File: src/rtl/vip_pkg.sv
// Function
// - each prioritised source has a 3-bit level 0-7; pll lock at 30:28 of group a
// - group a: timer two 18:16, timer one 14:12, timer zero 10:8
// - group a: converter 26:24, flash controller 22:20, software source 6:4
// - source zero has no level; group a bits 3:0 and 31,27,..,7 reserved
// - group b: supply monitor 30:28, comparator 26:24, external input zero 22:20
// - group b: two-wire a slave 6:4, master 2:0; bits 31,27,..,3 reserved
// - nesting control bit 0 enables irq nesting and prioritisation
// - nesting control bit 1 enables fiq nesting and prioritisation
// - nesting off: requests still delivered, priorities ignored, fiq beats irq
// - irq vector read with nesting on sets status bit of serviced level
// - any set status bit blocks irq requests of that level and lower
// - status write clears at most one bit, only the highest-priority set bit
// - status 0x09 written 0xff becomes 0x08, then zero
// - irq vector: zero 31:23, base 22:7, winning source 6:2, zero 1:0
// - fiq vector read with fiq nesting on sets fiq status bit of level
// - fiq request only where raw signal and enable bits are both set
package vip_pkg;
    // ---------------------------------------------------------------
    // sizes
    // ---------------------------------------------------------------
    localparam int NSRC = 22;
    localparam int LVL_W = 3;
    localparam int IDX_W = 5;
    localparam int NSTAT_W = 8;
    localparam int BASE_W = 16;
    localparam int FIELD_STRIDE = 4;
    // ---------------------------------------------------------------
    // register map
    // ---------------------------------------------------------------
    localparam logic [31:0] ADDR_VEC_BASE = 32'hffff0014;
    localparam logic [31:0] ADDR_IRQ_VEC = 32'hffff001c;
    localparam logic [31:0] ADDR_PRIO_A = 32'hffff0020;
    localparam logic [31:0] ADDR_PRIO_B = 32'hffff0024;
    localparam logic [31:0] ADDR_PRIO_C = 32'hffff0028;
    localparam logic [31:0] ADDR_NEST_CTRL = 32'hffff0030;
    localparam logic [31:0] ADDR_IRQ_NSTAT = 32'hffff003c;
    localparam logic [31:0] ADDR_FIQ_VEC = 32'hffff011c;
    localparam logic [31:0] ADDR_FIQ_NSTAT = 32'hffff013c;
    // ---------------------------------------------------------------
    // fields and reset values
    // ---------------------------------------------------------------
    localparam logic [31:0] PRIO_A_MASK = 32'h77777770;
    localparam logic [31:0] PRIO_B_MASK = 32'h77777777;
    localparam logic [31:0] PRIO_C_MASK = 32'h00777777;
    localparam int NEST_IRQ_BIT = 0;
    localparam int NEST_FIQ_BIT = 1;
    localparam int VEC_SRC_LSB = 2;
    localparam int VEC_BASE_LSB = 7;
    localparam logic [31:0] RST_WORD = 32'h00000000;
    typedef struct packed {
        logic hit;
        logic [IDX_W-1:0] idx;
        logic [LVL_W-1:0] lvl;
    } vip_pick_t;
endpackage

File: src/rtl/vip_core.sv
// The address-and-strobe port was left to the implementer.
`timescale 1ns/10ps
module vip_core
    import vip_pkg::*;
#(
    parameter int NSRC_P = NSRC
)
(
    input wire logic CORE_CLK,
    input wire logic SRST,
    input wire logic CE,
    input wire logic [31:0] ADDR,
    input wire logic [31:0] WDATA,
    input wire logic WR,
    input wire logic RD,
    input wire logic [NSRC_P-1:0] IRQ_SRC,
    input wire logic [NSRC_P-1:0] FIQ_SIG,
    input wire logic [NSRC_P-1:0] FIQ_EN,
    output logic [31:0] RDATA,
    output logic IRQ_REQ,
    output logic FIQ_REQ
);
    // ---------------------------------------------------------------
    // state
    // ---------------------------------------------------------------
    logic [31:0] prio_a, prio_b, prio_c;
    logic [31:0] next_prio_a, next_prio_b, next_prio_c;
    logic [1:0] nest_ctrl, next_nest_ctrl;
    logic [NSTAT_W-1:0] irq_nstat, next_irq_nstat;
    logic [NSTAT_W-1:0] fiq_nstat, next_fiq_nstat;
    logic [BASE_W-1:0] vec_base, next_vec_base;
    logic [31:0] next_rdata;
    logic next_irq_req, next_fiq_req;
    logic [95:0] prio_all;
    logic [LVL_W-1:0] lvl [NSRC_P];
    logic [NSRC_P-1:0] fiq_act;
    vip_pick_t ip, fp;
    logic wr_en, rd_en;

    assign wr_en = WR && CE;
    assign rd_en = RD && CE;
    assign prio_all = {prio_c, prio_b, prio_a};

    // ---------------------------------------------------------------
    // per-source level
    // ---------------------------------------------------------------
    // source n sits in field n of the three groups; source 0 reads 0
    genvar g;
    generate
        for (g = 0; g < NSRC_P; g++)
        begin : g_lvl
            assign lvl[g] = prio_all[FIELD_STRIDE*g +: LVL_W];
            assign fiq_act[g] = FIQ_SIG[g] && FIQ_EN[g];
        end
    endgenerate

    // ---------------------------------------------------------------
    // arbitration
    // ---------------------------------------------------------------
    function automatic vip_pick_t pick(
        input logic [NSRC_P-1:0] req,
        input logic nest,
        input logic [NSTAT_W-1:0] nstat
    );
        vip_pick_t r;
        logic [LVL_W-1:0] l;
        logic [NSTAT_W-1:0] upto;
        r = '0;
        for (int i = 0; i < NSRC_P; i++)
        begin
            l = lvl[i];
            upto = 8'hff >> (3'h7 - l);
            // a set bit at or above this level in priority blocks it
            if (req[i] && (!nest || (nstat & upto) == '0))
            begin
                // strict less-than keeps the lower index on a tie
                if (!r.hit || (nest && l < r.lvl))
                begin
                    r.hit = 1'b1;
                    r.idx = IDX_W'(i);
                    r.lvl = l;
                end
            end
        end
        return r;
    endfunction

    always_comb
    begin
        ip = pick(IRQ_SRC, nest_ctrl[NEST_IRQ_BIT], irq_nstat);
        fp = pick(fiq_act, nest_ctrl[NEST_FIQ_BIT], fiq_nstat);
    end

    // ---------------------------------------------------------------
    // register file
    // ---------------------------------------------------------------
    always_comb
    begin
        logic [NSTAT_W-1:0] clr_i, clr_f, set_i, set_f;
        clr_i = '0;
        clr_f = '0;
        set_i = '0;
        set_f = '0;
        next_prio_a = prio_a;
        next_prio_b = prio_b;
        next_prio_c = prio_c;
        next_nest_ctrl = nest_ctrl;
        next_vec_base = vec_base;
        next_rdata = RST_WORD;
        if (wr_en)
        begin
            case (ADDR)
                ADDR_PRIO_A: next_prio_a = WDATA & PRIO_A_MASK;
                ADDR_PRIO_B: next_prio_b = WDATA & PRIO_B_MASK;
                ADDR_PRIO_C: next_prio_c = WDATA & PRIO_C_MASK;
                ADDR_NEST_CTRL: next_nest_ctrl = WDATA[1:0];
                ADDR_VEC_BASE: next_vec_base = WDATA[BASE_W-1:0];
                // only the lowest set bit may go, and only if written one
                ADDR_IRQ_NSTAT:
                    clr_i = irq_nstat & (~irq_nstat + 8'h01)
                        & WDATA[NSTAT_W-1:0];
                ADDR_FIQ_NSTAT:
                    clr_f = fiq_nstat & (~fiq_nstat + 8'h01)
                        & WDATA[NSTAT_W-1:0];
                default: ;
            endcase
        end
        if (rd_en)
        begin
            case (ADDR)
                ADDR_PRIO_A: next_rdata = prio_a;
                ADDR_PRIO_B: next_rdata = prio_b;
                ADDR_PRIO_C: next_rdata = prio_c;
                ADDR_NEST_CTRL: next_rdata = {30'h0, nest_ctrl};
                ADDR_VEC_BASE: next_rdata = {16'h0, vec_base};
                ADDR_IRQ_NSTAT: next_rdata = {24'h0, irq_nstat};
                ADDR_FIQ_NSTAT: next_rdata = {24'h0, fiq_nstat};
                ADDR_IRQ_VEC:
                begin
                    next_rdata = {9'h0, vec_base, ip.idx, 2'h0};
                    if (nest_ctrl[NEST_IRQ_BIT] && ip.hit)
                        set_i = NSTAT_W'(1) << ip.lvl;
                end
                ADDR_FIQ_VEC:
                begin
                    next_rdata = {9'h0, vec_base, fp.idx, 2'h0};
                    if (nest_ctrl[NEST_FIQ_BIT] && fp.hit)
                        set_f = NSTAT_W'(1) << fp.lvl;
                end
                default: next_rdata = RST_WORD;
            endcase
        end
        // set beats clear should both ever meet
        next_irq_nstat = (irq_nstat & ~clr_i) | set_i;
        next_fiq_nstat = (fiq_nstat & ~clr_f) | set_f;
        next_fiq_req = fp.hit;
        next_irq_req = ip.hit && !fp.hit;
    end

    // reset wins over a low clock enable
    always_ff @(posedge CORE_CLK)
    begin
        if (SRST)
        begin
            prio_a <= RST_WORD;
            prio_b <= RST_WORD;
            prio_c <= RST_WORD;
            nest_ctrl <= '0;
            irq_nstat <= '0;
            fiq_nstat <= '0;
            vec_base <= '0;
            RDATA <= RST_WORD;
            IRQ_REQ <= 1'b0;
            FIQ_REQ <= 1'b0;
        end
        else if (CE)
        begin
            prio_a <= next_prio_a;
            prio_b <= next_prio_b;
            prio_c <= next_prio_c;
            nest_ctrl <= next_nest_ctrl;
            irq_nstat <= next_irq_nstat;
            fiq_nstat <= next_fiq_nstat;
            vec_base <= next_vec_base;
            RDATA <= next_rdata;
            IRQ_REQ <= next_irq_req;
            FIQ_REQ <= next_fiq_req;
        end
    end

    // ---------------------------------------------------------------
    // checks
    // ---------------------------------------------------------------
    logic [LVL_W-1:0] ip_lvl, fp_lvl;
    logic any_fiq;
    assign ip_lvl = ip.lvl;
    assign fp_lvl = fp.lvl;
    assign any_fiq = |fiq_act;
endmodule

File: config.mk
export PLATFORM = sky130hd
export DESIGN_NAME = vip_core
export DESIGN_NICKNAME = d
export VERILOG_FILES = /design/src/rtl/vip_pkg.sv /design/src/rtl/vip_core.sv
export SDC_FILE = /design/constraint.sdc
export NUM_CORES = 1
export LEC_CHECK = 0
export BUFFER_PORTS_ARGS = -buffer_cell sky130_fd_sc_hd__buf_2
export CORE_MARGIN = 1
export CORE_UTILIZATION = 40
export CTS_CLUSTER_SIZE = 14
export DETAILED_ROUTE_END_ITERATION = 6
export SYNTH_ARGS = -nofsm -noshare
export SYNTH_HDL_FRONTEND = slang
export SYNTH_SLANG_ARGS = --single-unit
File: constraint.sdc
create_clock -name CORE_CLK -period 26.8 [get_ports CORE_CLK]
set_input_delay 1.34 -clock CORE_CLK [delete_from_list [all_inputs] [get_ports CORE_CLK]]
set_output_delay 1.34 -clock CORE_CLK [all_outputs]
set_load 0.01 [all_outputs]
==> flow_summary.html, run 1 <==
<table>
<tr><th>Metric</th><th>Value</th></tr>
<tr><th colspan="2">Clocking</th></tr>
<tr><td>Clock latency reported for the late side of the worst-skew pair</td><td>0.43 ns</td></tr>
<tr><td>Number of hold buffers added after cts</td><td>0</td></tr>
<tr><td>Quantity of gates resized following cts</td><td>0</td></tr>
<tr><td>Root Buffer Master</td><td>clkbuf_16</td></tr>
<tr><td>CTS clk-pin slew, worst paths</td><td>roughly 0.06 ns</td></tr>
<tr><td>Number of buffers created by CTS</td><td>17</td></tr>
<tr><td>Number of levels the H-tree was split into</td><td>4</td></tr>
<tr><td>Buffer count from post-CTS setup fixing</td><td>0</td></tr>
<tr><td>Buffer levels on the longest clock path</td><td>2</td></tr>
<tr><td>CTS tree</td><td>built</td></tr>
<tr><td>Clock sink count</td><td>approximately 130</td></tr>
<tr><th colspan="2">Placed design</th></tr>
<tr><td>Post-placement setup slack</td><td>roughly 3.4 ns</td></tr>
<tr><td>Final Wtd Congestion</td><td>around 0.98</td></tr>
<tr><td>HPWL after detailed placement</td><td>53790 µm</td></tr>
<tr><td>Number of port buffers</td><td>between 150 and 200</td></tr>
<tr><th colspan="2">Routing</th></tr>
<tr><td>Wire length per cell</td><td>around 25 µm</td></tr>
<tr><td>Post-route ant nets</td><td>0</td></tr>
<tr><td>Wirelength, routed</td><td>between 70000 and 80000 µm</td></tr>
<tr><td>Routed vias/inst</td><td>6.789</td></tr>
<tr><td>Initial drt markers</td><td>approximately 2700</td></tr>
<tr><td>DRC violations left</td><td>9</td></tr>
<tr><td>First-pass detailed-route iteration total</td><td>7</td></tr>
<tr><td>Via count</td><td>around 20000</td></tr>
<tr><th colspan="2">Worst setup path</th></tr>
<tr><td>Cell class contributing the biggest share of worst-path delay</td><td>compound AO/OA/AOI/OAI gates</td></tr>
<tr><td>Slowest cell on crit path</td><td>o31ai_2</td></tr>
<tr><td>Setup slack on the worst flop-to-flop path</td><td>roughly 2.9 ns</td></tr>
<tr><td>Arrival time of data at the critical path endpoint</td><td>about 24 ns</td></tr>
<tr><td>Worst r2r dst</td><td>RDATA[3]</td></tr>
<tr><td>Timing startpoint of the critical path</td><td>fiq_nstat[2]</td></tr>
<tr><td>Path depth of the worst reg2reg path</td><td>90</td></tr>
<tr><td>CP startpoint kind</td><td>flop</td></tr>
<tr><td>Cell repeated most along the worst path</td><td>ha_1</td></tr>
<tr><td>Worst setup path category</td><td>reg -&gt; reg</td></tr>
<tr><td>Critical path fanouts, max</td><td>23</td></tr>
<tr><td>Required @ worst endpoint</td><td>roughly 27 ns</td></tr>
<tr><td>FF-to-FF Start</td><td>fiq_nstat[2]</td></tr>
<tr><td>Buffering stage count on the worst path with inverters included</td><td>6</td></tr>
<tr><td>Number of stages on the worst setup path</td><td>90</td></tr>
<tr><td>Termination of the worst setup path</td><td>RDATA[3]</td></tr>
<tr><td>Kind of capture point of the worst setup path</td><td>flop</td></tr>
<tr><td>Biggest cell delay along the critical path</td><td>slightly below 0.6 ns</td></tr>
<tr><th colspan="2">Layout</th></tr>
<tr><td>Layout net count</td><td>~2600</td></tr>
<tr><td>Top library cells by usage in the layout, fill and taps aside</td><td>nand2_1, a21oi_1, nor2_1, buf_2, o21ai_0</td></tr>
<tr><td>Most common library cell in the layout ignoring fill and taps</td><td>nand2_1</td></tr>
<tr><td>Layout Area Growth over Synthesis</td><td>10.52%</td></tr>
<tr><td>Share of layout cells above drive strength 1</td><td>0.1437</td></tr>
<tr><td>Ant. Diodes</td><td>0</td></tr>
<tr><th colspan="2">Worst hold path</th></tr>
<tr><td>Worst Hold Class</td><td>reg -&gt; reg</td></tr>
<tr><th colspan="2">GRT</th></tr>
<tr><td>Via count of the first global-routing pass</td><td>around 18000</td></tr>
<tr><td>First-pass GRT wire length</td><td>between 100000 and 150000 µm</td></tr>
<tr><td>Combined global-route utilization of all metal layers</td><td>0.3463</td></tr>
<tr><td>Largest net degree at the start of global routing</td><td>approximately 100</td></tr>
<tr><td>Number of antenna violations at the first check in global routing</td><td>2</td></tr>
<tr><td>Total grt overflow</td><td>0</td></tr>
<tr><th colspan="2">Synth</th></tr>
<tr><td>Share of the synthesized area in compound gates (AO/OA/AOI/OAI)</td><td>0.4429</td></tr>
<tr><td>Main combinational cell family by area after synthesis</td><td>compound AO/OA/AOI/OAI gates</td></tr>
<tr><td>Area share of xor/xnor cells in the synthesized design</td><td>0</td></tr>
<tr><td>Post-synthesis sequential area ratio</td><td>0.1628</td></tr>
<tr><td>Post-synthesis mux area share</td><td>0.03291</td></tr>
<tr><td>Post-Syn Instances</td><td>around 2400</td></tr>
<tr><td>Summed instance area of the synthesized netlist</td><td>between 15000 and 20000 µm²</td></tr>
<tr><td>Mean area per synthesized cell</td><td>6.687 µm²</td></tr>
<tr><td>Flip-flop cell with the highest count after synthesis</td><td>dfxtp_1</td></tr>
<tr><td>Distinct cell type count of the synthesized netlist</td><td>126</td></tr>
<tr><td>Number of enable flip-flop cells after synthesis</td><td>0</td></tr>
<tr><td>Synth Area in Adders</td><td>0.03561</td></tr>
<tr><td>Synthesized flop and latch total</td><td>between 100 and 150</td></tr>
<tr><td>Proportion of synthesized flip-flops having asynchronous set or reset</td><td>0</td></tr>
<tr><td>Simple-Gate Fraction of Synth Area</td><td>0.2563</td></tr>
<tr><td>Synthesis Warnings</td><td>0</td></tr>
<tr><th colspan="2">Timing</th></tr>
<tr><td>Unrepaired setup endpoints after global routing</td><td>false</td></tr>
<tr><td>Total setup violations reported at the end of the flow</td><td>0</td></tr>
<tr><td>Post-layout min period</td><td>approximately 24 ns</td></tr>
<tr><td>Final hold violations</td><td>0</td></tr>
<tr><td>Rel. slew slack</td><td>0.2590</td></tr>
<tr><td>Slew Viols, Final</td><td>0</td></tr>
<tr><td>Setup tns final</td><td>0 ns</td></tr>
<tr><td>Worst Tran Pin Value</td><td>around 1.1 ns</td></tr>
<tr><td>Final Cycle Share</td><td>0.8911</td></tr>
<tr><td>Worst clock skew</td><td>0.01092 ns</td></tr>
<tr><td>Max frequency</td><td>between 40 and 50 MHz</td></tr>
<tr><td>Worst-case setup margin in the final layout</td><td>between 2 and 3 ns</td></tr>
<tr><th colspan="2">Die</th></tr>
<tr><td>X dimension of the die</td><td>roughly 200 µm</td></tr>
<tr><td>Core footprint</td><td>around 39000 µm²</td></tr>
<tr><td>Die Outline Area</td><td>roughly 40000 µm²</td></tr>
<tr><td>Die Y</td><td>around 200 µm</td></tr>
<tr><td># IOs</td><td>169</td></tr>
<tr><td>Starting Density</td><td>0.4064</td></tr>
<tr><td>Number of placement rows</td><td>between 70 and 80</td></tr>
<tr><th colspan="2">Power and ir drop</th></tr>
<tr><td>Power per Cell Area</td><td>around 28 nW/µm²</td></tr>
<tr><td>Highest ir drop seen on vdd</td><td>approximately 0.044 mV</td></tr>
<tr><td>Leakage power</td><td>~0.006 µW</td></tr>
<tr><th colspan="2">Status</th></tr>
<tr><td>Violated checks</td><td>design-rule violations</td></tr>
<tr><td>Status</td><td>complete, but fails checks</td></tr>
<tr><th colspan="2">Flow run</th></tr>
<tr><td>Number of maximum-capacitance violations</td><td>0</td></tr>
</table>
[through the flow]
step	instances	hold slack, ns	area (µm²)	utilization	total power, µW
after floorplan	2356	0.4440	15750	-	228.3
after global placement	2893	0.4540	16790	0.4334	251.7
after detailed placement	2893	0.4567	16790	0.4334	252.4
after CTS	2925	0.4716	17400	0.4491	490.9
after global routing	2925	0.4887	17400	0.4491	506.7
final	2925	0.4683	17400	0.4491	492.2
[where the power goes]
part | switching [µW] | leakage [µW] | internal (µW)
clock | 99.3 | 0.000298 | 143
combinational | 38.6 | 0.00472 | 21.1
sequential | 0.0421 | 0.00103 | 190
[layer usage]
metal | track usage | part of all wire
met3 | 0.05744 | 0.10
met2 | 0.5219 | 0.42
met1 | 0.4771 | 0.42
met4 | 0.1666 | 0.050
met5 | 0 | 0.00018
[worst min-delay path by stage]
stage / from / to / cells after the start
6_report: RDATA[19] / RDATA[19] / 2
5_1_grt: RDATA[19] / RDATA[19] / 2
4_1_cts: RDATA[19] / RDATA[19] / 2
3_5_place_dp: RDATA[19] / RDATA[19] / 2
3_3_place_gp: vec_base[5] / vec_base[5] / 2
2_1_floorplan: vec_base[10] / vec_base[10] / 2
[worst reg2reg max path: cells and delay by family (launching register included)]
family	cells	cell delay, ns
flops	1	0.30
simple gates	19	4.78
compound gates	52	14.44
mux	5	1.29
buf+inv	6	0.79
fa+ha+maj	8	2.19
[cells by family after synthesis]
kind of cell	after synthesis
flops	128
buf+inv	276
compound gates	978
mux	49
simple gates	874
other cells	1
fa+ha+maj	48
[registers in the layout, indices dropped and copies added, names as in the netlist]
name and count:
nest_ctrl 2, IRQ_REQ 1, irq_nstat 8, prio_a 21, prio_c 18, fiq_nstat 8
prio_b 24, RDATA 29, FIQ_REQ 1, vec_base 16
[layout make-up]
cell class	count	area (µm²)
timing repair buffer	200	1101
fill	4076	21340
clock buffer	18	439.2
clock inverter	14	167.7
inverter	95	356.6
sequential	128	2564
multi-input combinational	1952	12120
tap	518	648.1
[Yosys cell counts (15+ instances only)]
library cell,count,area [µm²]
nor3_1,46,230.2
or3_1,15,93.84
mux2i_1,35,350.3
o211ai_1,32,240.2
a211oi_1,47,352.8
a22oi_1,23,172.7
nand3_1,74,370.4
o21ai_1,23,115.1
and2_1,23,143.9
o21a_1,21,157.7
nand4_1,18,112.6
nand2b_1,15,93.84
a21o_1,32,240.2
nor2_1,189,709.4
a221oi_1,16,140.1
a211o_1,31,271.5
nor4_1,17,106.4
a21oi_1,293,1466
a222oi_1,22,220.2
o31ai_1,17,127.6
buf_1,18,67.56
maj3_1,16,160.2
clkbuf_1,146,548.0
o22ai_1,22,137.6
ha_1,32,400.4
o21ai_0,146,730.7
nand2_1,380,1426
inv_1,88,330.3
a31oi_1,32,200.2
dfxtp_1,128,2562
(Power assumes the default switching activity.)
==> run 2, diff against run 1 <==
==> constraint.sdc (replaced) <==
create_clock -name CORE_CLK -period 30.1 [get_ports CORE_CLK]
set_input_delay 1.505 -clock CORE_CLK [delete_from_list [all_inputs] [get_ports CORE_CLK]]
set_output_delay 1.505 -clock CORE_CLK [all_outputs]
set_load 0.01 [all_outputs]
==> flow_summary.html, run 2 (same netlist as run 1, synthesis figures left out) <==
<table>
<tr><th>Metric</th><th>Value</th></tr>
<tr><th colspan="2">Status</th></tr>
<tr><td>Status</td><td>complete, but fails checks</td></tr>
<tr><td>Violated checks</td><td>design-rule violations</td></tr>
<tr><th colspan="2">Clocking</th></tr>
<tr><td>Root Buffer Master</td><td>clkbuf_16</td></tr>
<tr><td>Buffer count from post-CTS setup fixing</td><td>0 (unchanged)</td></tr>
<tr><td>CTS clk-pin slew, worst paths</td><td>0.06 ns (about the same)</td></tr>
<tr><td>Quantity of gates resized following cts</td><td>0 (unchanged)</td></tr>
<tr><td>CTS tree</td><td>built</td></tr>
<tr><td>Number of levels the H-tree was split into</td><td>4 (unchanged)</td></tr>
<tr><td>Number of hold buffers added after cts</td><td>0 (unchanged)</td></tr>
<tr><td>Number of buffers created by CTS</td><td>17 (unchanged)</td></tr>
<tr><td>Clock latency reported for the late side of the worst-skew pair</td><td>0.43 ns (about the same)</td></tr>
<tr><td>Clock sink count</td><td>128 (unchanged)</td></tr>
<tr><td>Buffer levels on the longest clock path</td><td>2 (unchanged)</td></tr>
<tr><th colspan="2">Layout</th></tr>
<tr><td>Layout net count</td><td>2560 (-0.039%)</td></tr>
<tr><td>Largest register FFs</td><td>29 (unchanged)</td></tr>
<tr><td>Largest regs</td><td>RDATA: 29 flops, prio_b: 24 flops, prio_a: 21 flops</td></tr>
<tr><td>Top library cells by usage in the layout, fill and taps aside</td><td>nand2_1, a21oi_1, nor2_1, buf_2, o21ai_0</td></tr>
<tr><td>Most common library cell in the layout ignoring fill and taps</td><td>nand2_1</td></tr>
<tr><td>Layout Area Growth over Synthesis</td><td>10.06%</td></tr>
<tr><td>Share of layout cells above drive strength 1</td><td>0.1430 (-0.0007121)</td></tr>
<tr><td>Filler Cells Inserted</td><td>4146 (+1.7%)</td></tr>
<tr><td>Total non-filler cell area in the finished layout</td><td>17330 µm² (-0.41%)</td></tr>
<tr><td>Reg with most FFs</td><td>RDATA</td></tr>
<tr><td>Ant. Diodes</td><td>0 (unchanged)</td></tr>
<tr><th colspan="2">Routing</th></tr>
<tr><td>DRC violations left</td><td>7 (-2)</td></tr>
<tr><td>First-pass detailed-route iteration total</td><td>7 (unchanged)</td></tr>
<tr><td>Wirelength, routed</td><td>70360 µm (-2.6%)</td></tr>
<tr><td>Routed vias/inst</td><td>6.745 (-0.66%)</td></tr>
<tr><td>Initial drt markers</td><td>2636 (-1.9%)</td></tr>
<tr><td>Via count</td><td>19720 (-0.73%)</td></tr>
<tr><td>Wire length per cell</td><td>24.07 µm (-2.5%)</td></tr>
<tr><td>Post-route ant nets</td><td>0 (unchanged)</td></tr>
<tr><th colspan="2">Timing</th></tr>
<tr><td>Worst Tran Pin Value</td><td>1.115 ns (+0.003528 ns)</td></tr>
<tr><td>Total setup violations reported at the end of the flow</td><td>0 (unchanged)</td></tr>
<tr><td>Setup tns final</td><td>0 ns (unchanged)</td></tr>
<tr><td>Min Hold Slack</td><td>0.4665 ns (-0.001805 ns)</td></tr>
<tr><td>Worst clock skew</td><td>0.01072 ns (-0.0001937 ns)</td></tr>
<tr><td>Final hold violations</td><td>0 (unchanged)</td></tr>
<tr><td>Post-layout min period</td><td>23.66 ns (-0.2214 ns)</td></tr>
<tr><td>Final Cycle Share</td><td>0.7860 (-0.1050)</td></tr>
<tr><td>Rel. slew slack</td><td>0.2566 (-0.002352)</td></tr>
<tr><td>Slew Viols, Final</td><td>0 (unchanged)</td></tr>
<tr><td>Max frequency</td><td>42.27 MHz (+0.94%)</td></tr>
<tr><td>Unrepaired setup endpoints after global routing</td><td>false</td></tr>
<tr><th colspan="2">Worst setup path</th></tr>
<tr><td>Number of stages on the worst setup path</td><td>89 (-1.1%)</td></tr>
<tr><td>Path depth of the worst reg2reg path</td><td>89 (-1.1%)</td></tr>
<tr><td>Timing startpoint of the critical path</td><td>fiq_nstat[1]</td></tr>
<tr><td>Setup slack on the worst flop-to-flop path</td><td>6.44 ns (+3.52 ns)</td></tr>
<tr><td>Slowest cell on crit path</td><td>or4_1</td></tr>
<tr><td>FF-to-FF Start</td><td>fiq_nstat[1]</td></tr>
<tr><td>Worst r2r dst</td><td>fiq_nstat[5]</td></tr>
<tr><td>Cell class contributing the biggest share of worst-path delay</td><td>compound AO/OA/AOI/OAI gates</td></tr>
<tr><td>Kind of capture point of the worst setup path</td><td>flop</td></tr>
<tr><td>Arrival time of data at the critical path endpoint</td><td>23.96 ns (-0.25 ns)</td></tr>
<tr><td>CP startpoint kind</td><td>flop</td></tr>
<tr><td>Buffering stage count on the worst path with inverters included</td><td>5 (-1)</td></tr>
<tr><td>Termination of the worst setup path</td><td>fiq_nstat[5]</td></tr>
<tr><td>Critical path fanouts, max</td><td>38 (+65%)</td></tr>
<tr><td>Required @ worst endpoint</td><td>30.40 ns (+3.27 ns)</td></tr>
<tr><td>Worst setup path category</td><td>reg -&gt; reg</td></tr>
<tr><td>Biggest cell delay along the critical path</td><td>0.56 ns (-0.02 ns)</td></tr>
<tr><td>Cell repeated most along the worst path</td><td>ha_1</td></tr>
<tr><th colspan="2">Die</th></tr>
<tr><td># IOs</td><td>169 (unchanged)</td></tr>
<tr><td>Core footprint</td><td>38740 µm² (unchanged)</td></tr>
<tr><td>X dimension of the die</td><td>200.4 µm (unchanged)</td></tr>
<tr><td>Starting Density</td><td>0.4064 (unchanged)</td></tr>
<tr><td>Die Y</td><td>200.4 µm (unchanged)</td></tr>
<tr><td>Die Outline Area</td><td>40150 µm² (unchanged)</td></tr>
<tr><td>Number of placement rows</td><td>72 (unchanged)</td></tr>
<tr><th colspan="2">Power and ir drop</th></tr>
<tr><td>Leakage power</td><td>0.006012 µW (-0.63%)</td></tr>
<tr><td>Highest ir drop seen on vdd</td><td>0.03589 mV (-18%)</td></tr>
<tr><td>Power per Cell Area</td><td>23.93 nW/µm² (-15%)</td></tr>
<tr><th colspan="2">Worst hold path</th></tr>
<tr><td>Startpoint of the tightest hold check path</td><td>RDATA[19]</td></tr>
<tr><td>Worst Hold Class</td><td>reg -&gt; reg</td></tr>
<tr><td>Hold depth</td><td>2 (unchanged)</td></tr>
<tr><th colspan="2">GRT</th></tr>
<tr><td>Via count of the first global-routing pass</td><td>17880 (+0.51%)</td></tr>
<tr><td>First-pass GRT wire length</td><td>107200 µm (-1.9%)</td></tr>
<tr><td>Combined global-route utilization of all metal layers</td><td>0.3383 (-0.007961)</td></tr>
<tr><td>Largest net degree at the start of global routing</td><td>67 (-34%)</td></tr>
<tr><td>Number of antenna violations at the first check in global routing</td><td>0 (-2)</td></tr>
<tr><td>Total grt overflow</td><td>0 (unchanged)</td></tr>
<tr><th colspan="2">Placed design</th></tr>
<tr><td>Final Wtd Congestion</td><td>0.9838 (about the same)</td></tr>
<tr><td>Number of port buffers</td><td>161 (unchanged)</td></tr>
<tr><td>Placed cell area</td><td>16780 µm² (about the same)</td></tr>
<tr><td>HPWL after detailed placement</td><td>52530 µm (-2.3%)</td></tr>
<tr><th colspan="2">Flow run</th></tr>
<tr><td>Number of maximum-capacitance violations</td><td>0 (unchanged)</td></tr>
</table>
==> run 2: cell count changes in the layout (fill, tap and decap cells not counted) <==
cell        before  now
clkinvlp_4       1    2
bufinv_16        2    0
inv_6            5    6
inv_8            3    0
buf_4           40   39
clkinv_2         1    2
clkinv_4         2    3
==> run 2: worst min-delay path by stage <==
stage / end / slack [ns]
2_1_floorplan: vec_base[10] / 0.44
5_1_grt: RDATA[19] / 0.50
6_report: RDATA[19] / 0.47
4_1_cts: RDATA[19] / 0.47
3_5_place_dp: RDATA[19] / 0.46
3_3_place_gp: RDATA[19] / 0.45
==> run 2: worst register-to-register path: cells and delay by family (launching register included) <==
family	cells	cell delay, ns
AO/OA/AOI/OAI	49	13.07
AND/OR/NAND/NOR	18	4.49
adder cells (fa/ha/maj)	9	2.69
multiplexers	8	2.27
buffers and inverters	5	0.71
flip-flops	1	0.30
==> run 2: stage by stage <==
| stage | instances | utilization | total power (µW) | setup WS [ns] |
|---|---|---|---|---|
| 4_1_cts | 2923 | 0.4473 | 412.5 | 6.883 |
| 2_1_floorplan | 2356 | - | 203.3 | 9.548 |
| 5_1_grt | 2923 | 0.4473 | 426.0 | 4.947 |
| 3_5_place_dp | 2892 | 0.4332 | 224.3 | 6.800 |
| 3_3_place_gp | 2892 | 0.4332 | 223.8 | 7.080 |
| 6_report | 2923 | 0.4473 | 414.6 | 6.441 |
==> run 2: where the power goes <==
part | total, µW | switching (µW) | leakage (µW) | internal [µW]
combinational | 52.6 | 33.8 | 0.00472 | 18.8
sequential | 170 | 0.0385 | 0.00103 | 169
clock | 193 | 84.1 | 0.000264 | 108
total | 415 | 118 | 0.00601 | 297
==> run 2: final cells by class <==
type	count	area, µm²	area share
Tap cell	518	648.1	0.03741
Sequential cell	128	2564	0.1480
Timing Repair Buffer	199	1094	0.06312
Clock buffer	18	439.2	0.02535
Inverter	95	356.6	0.02058
Clock inverter	13	103.9	0.005994
Multi-Input combinational cell	1952	12120	0.6996
==> run 2: layer usage <==
layer,share of wire,routed length (µm),GRT usage
met1,0.41,29100,0.4615
met2,0.43,30030,0.5179
met3,0.10,7345,0.05142
met4,0.055,3891,0.1658
met5,0,0,0
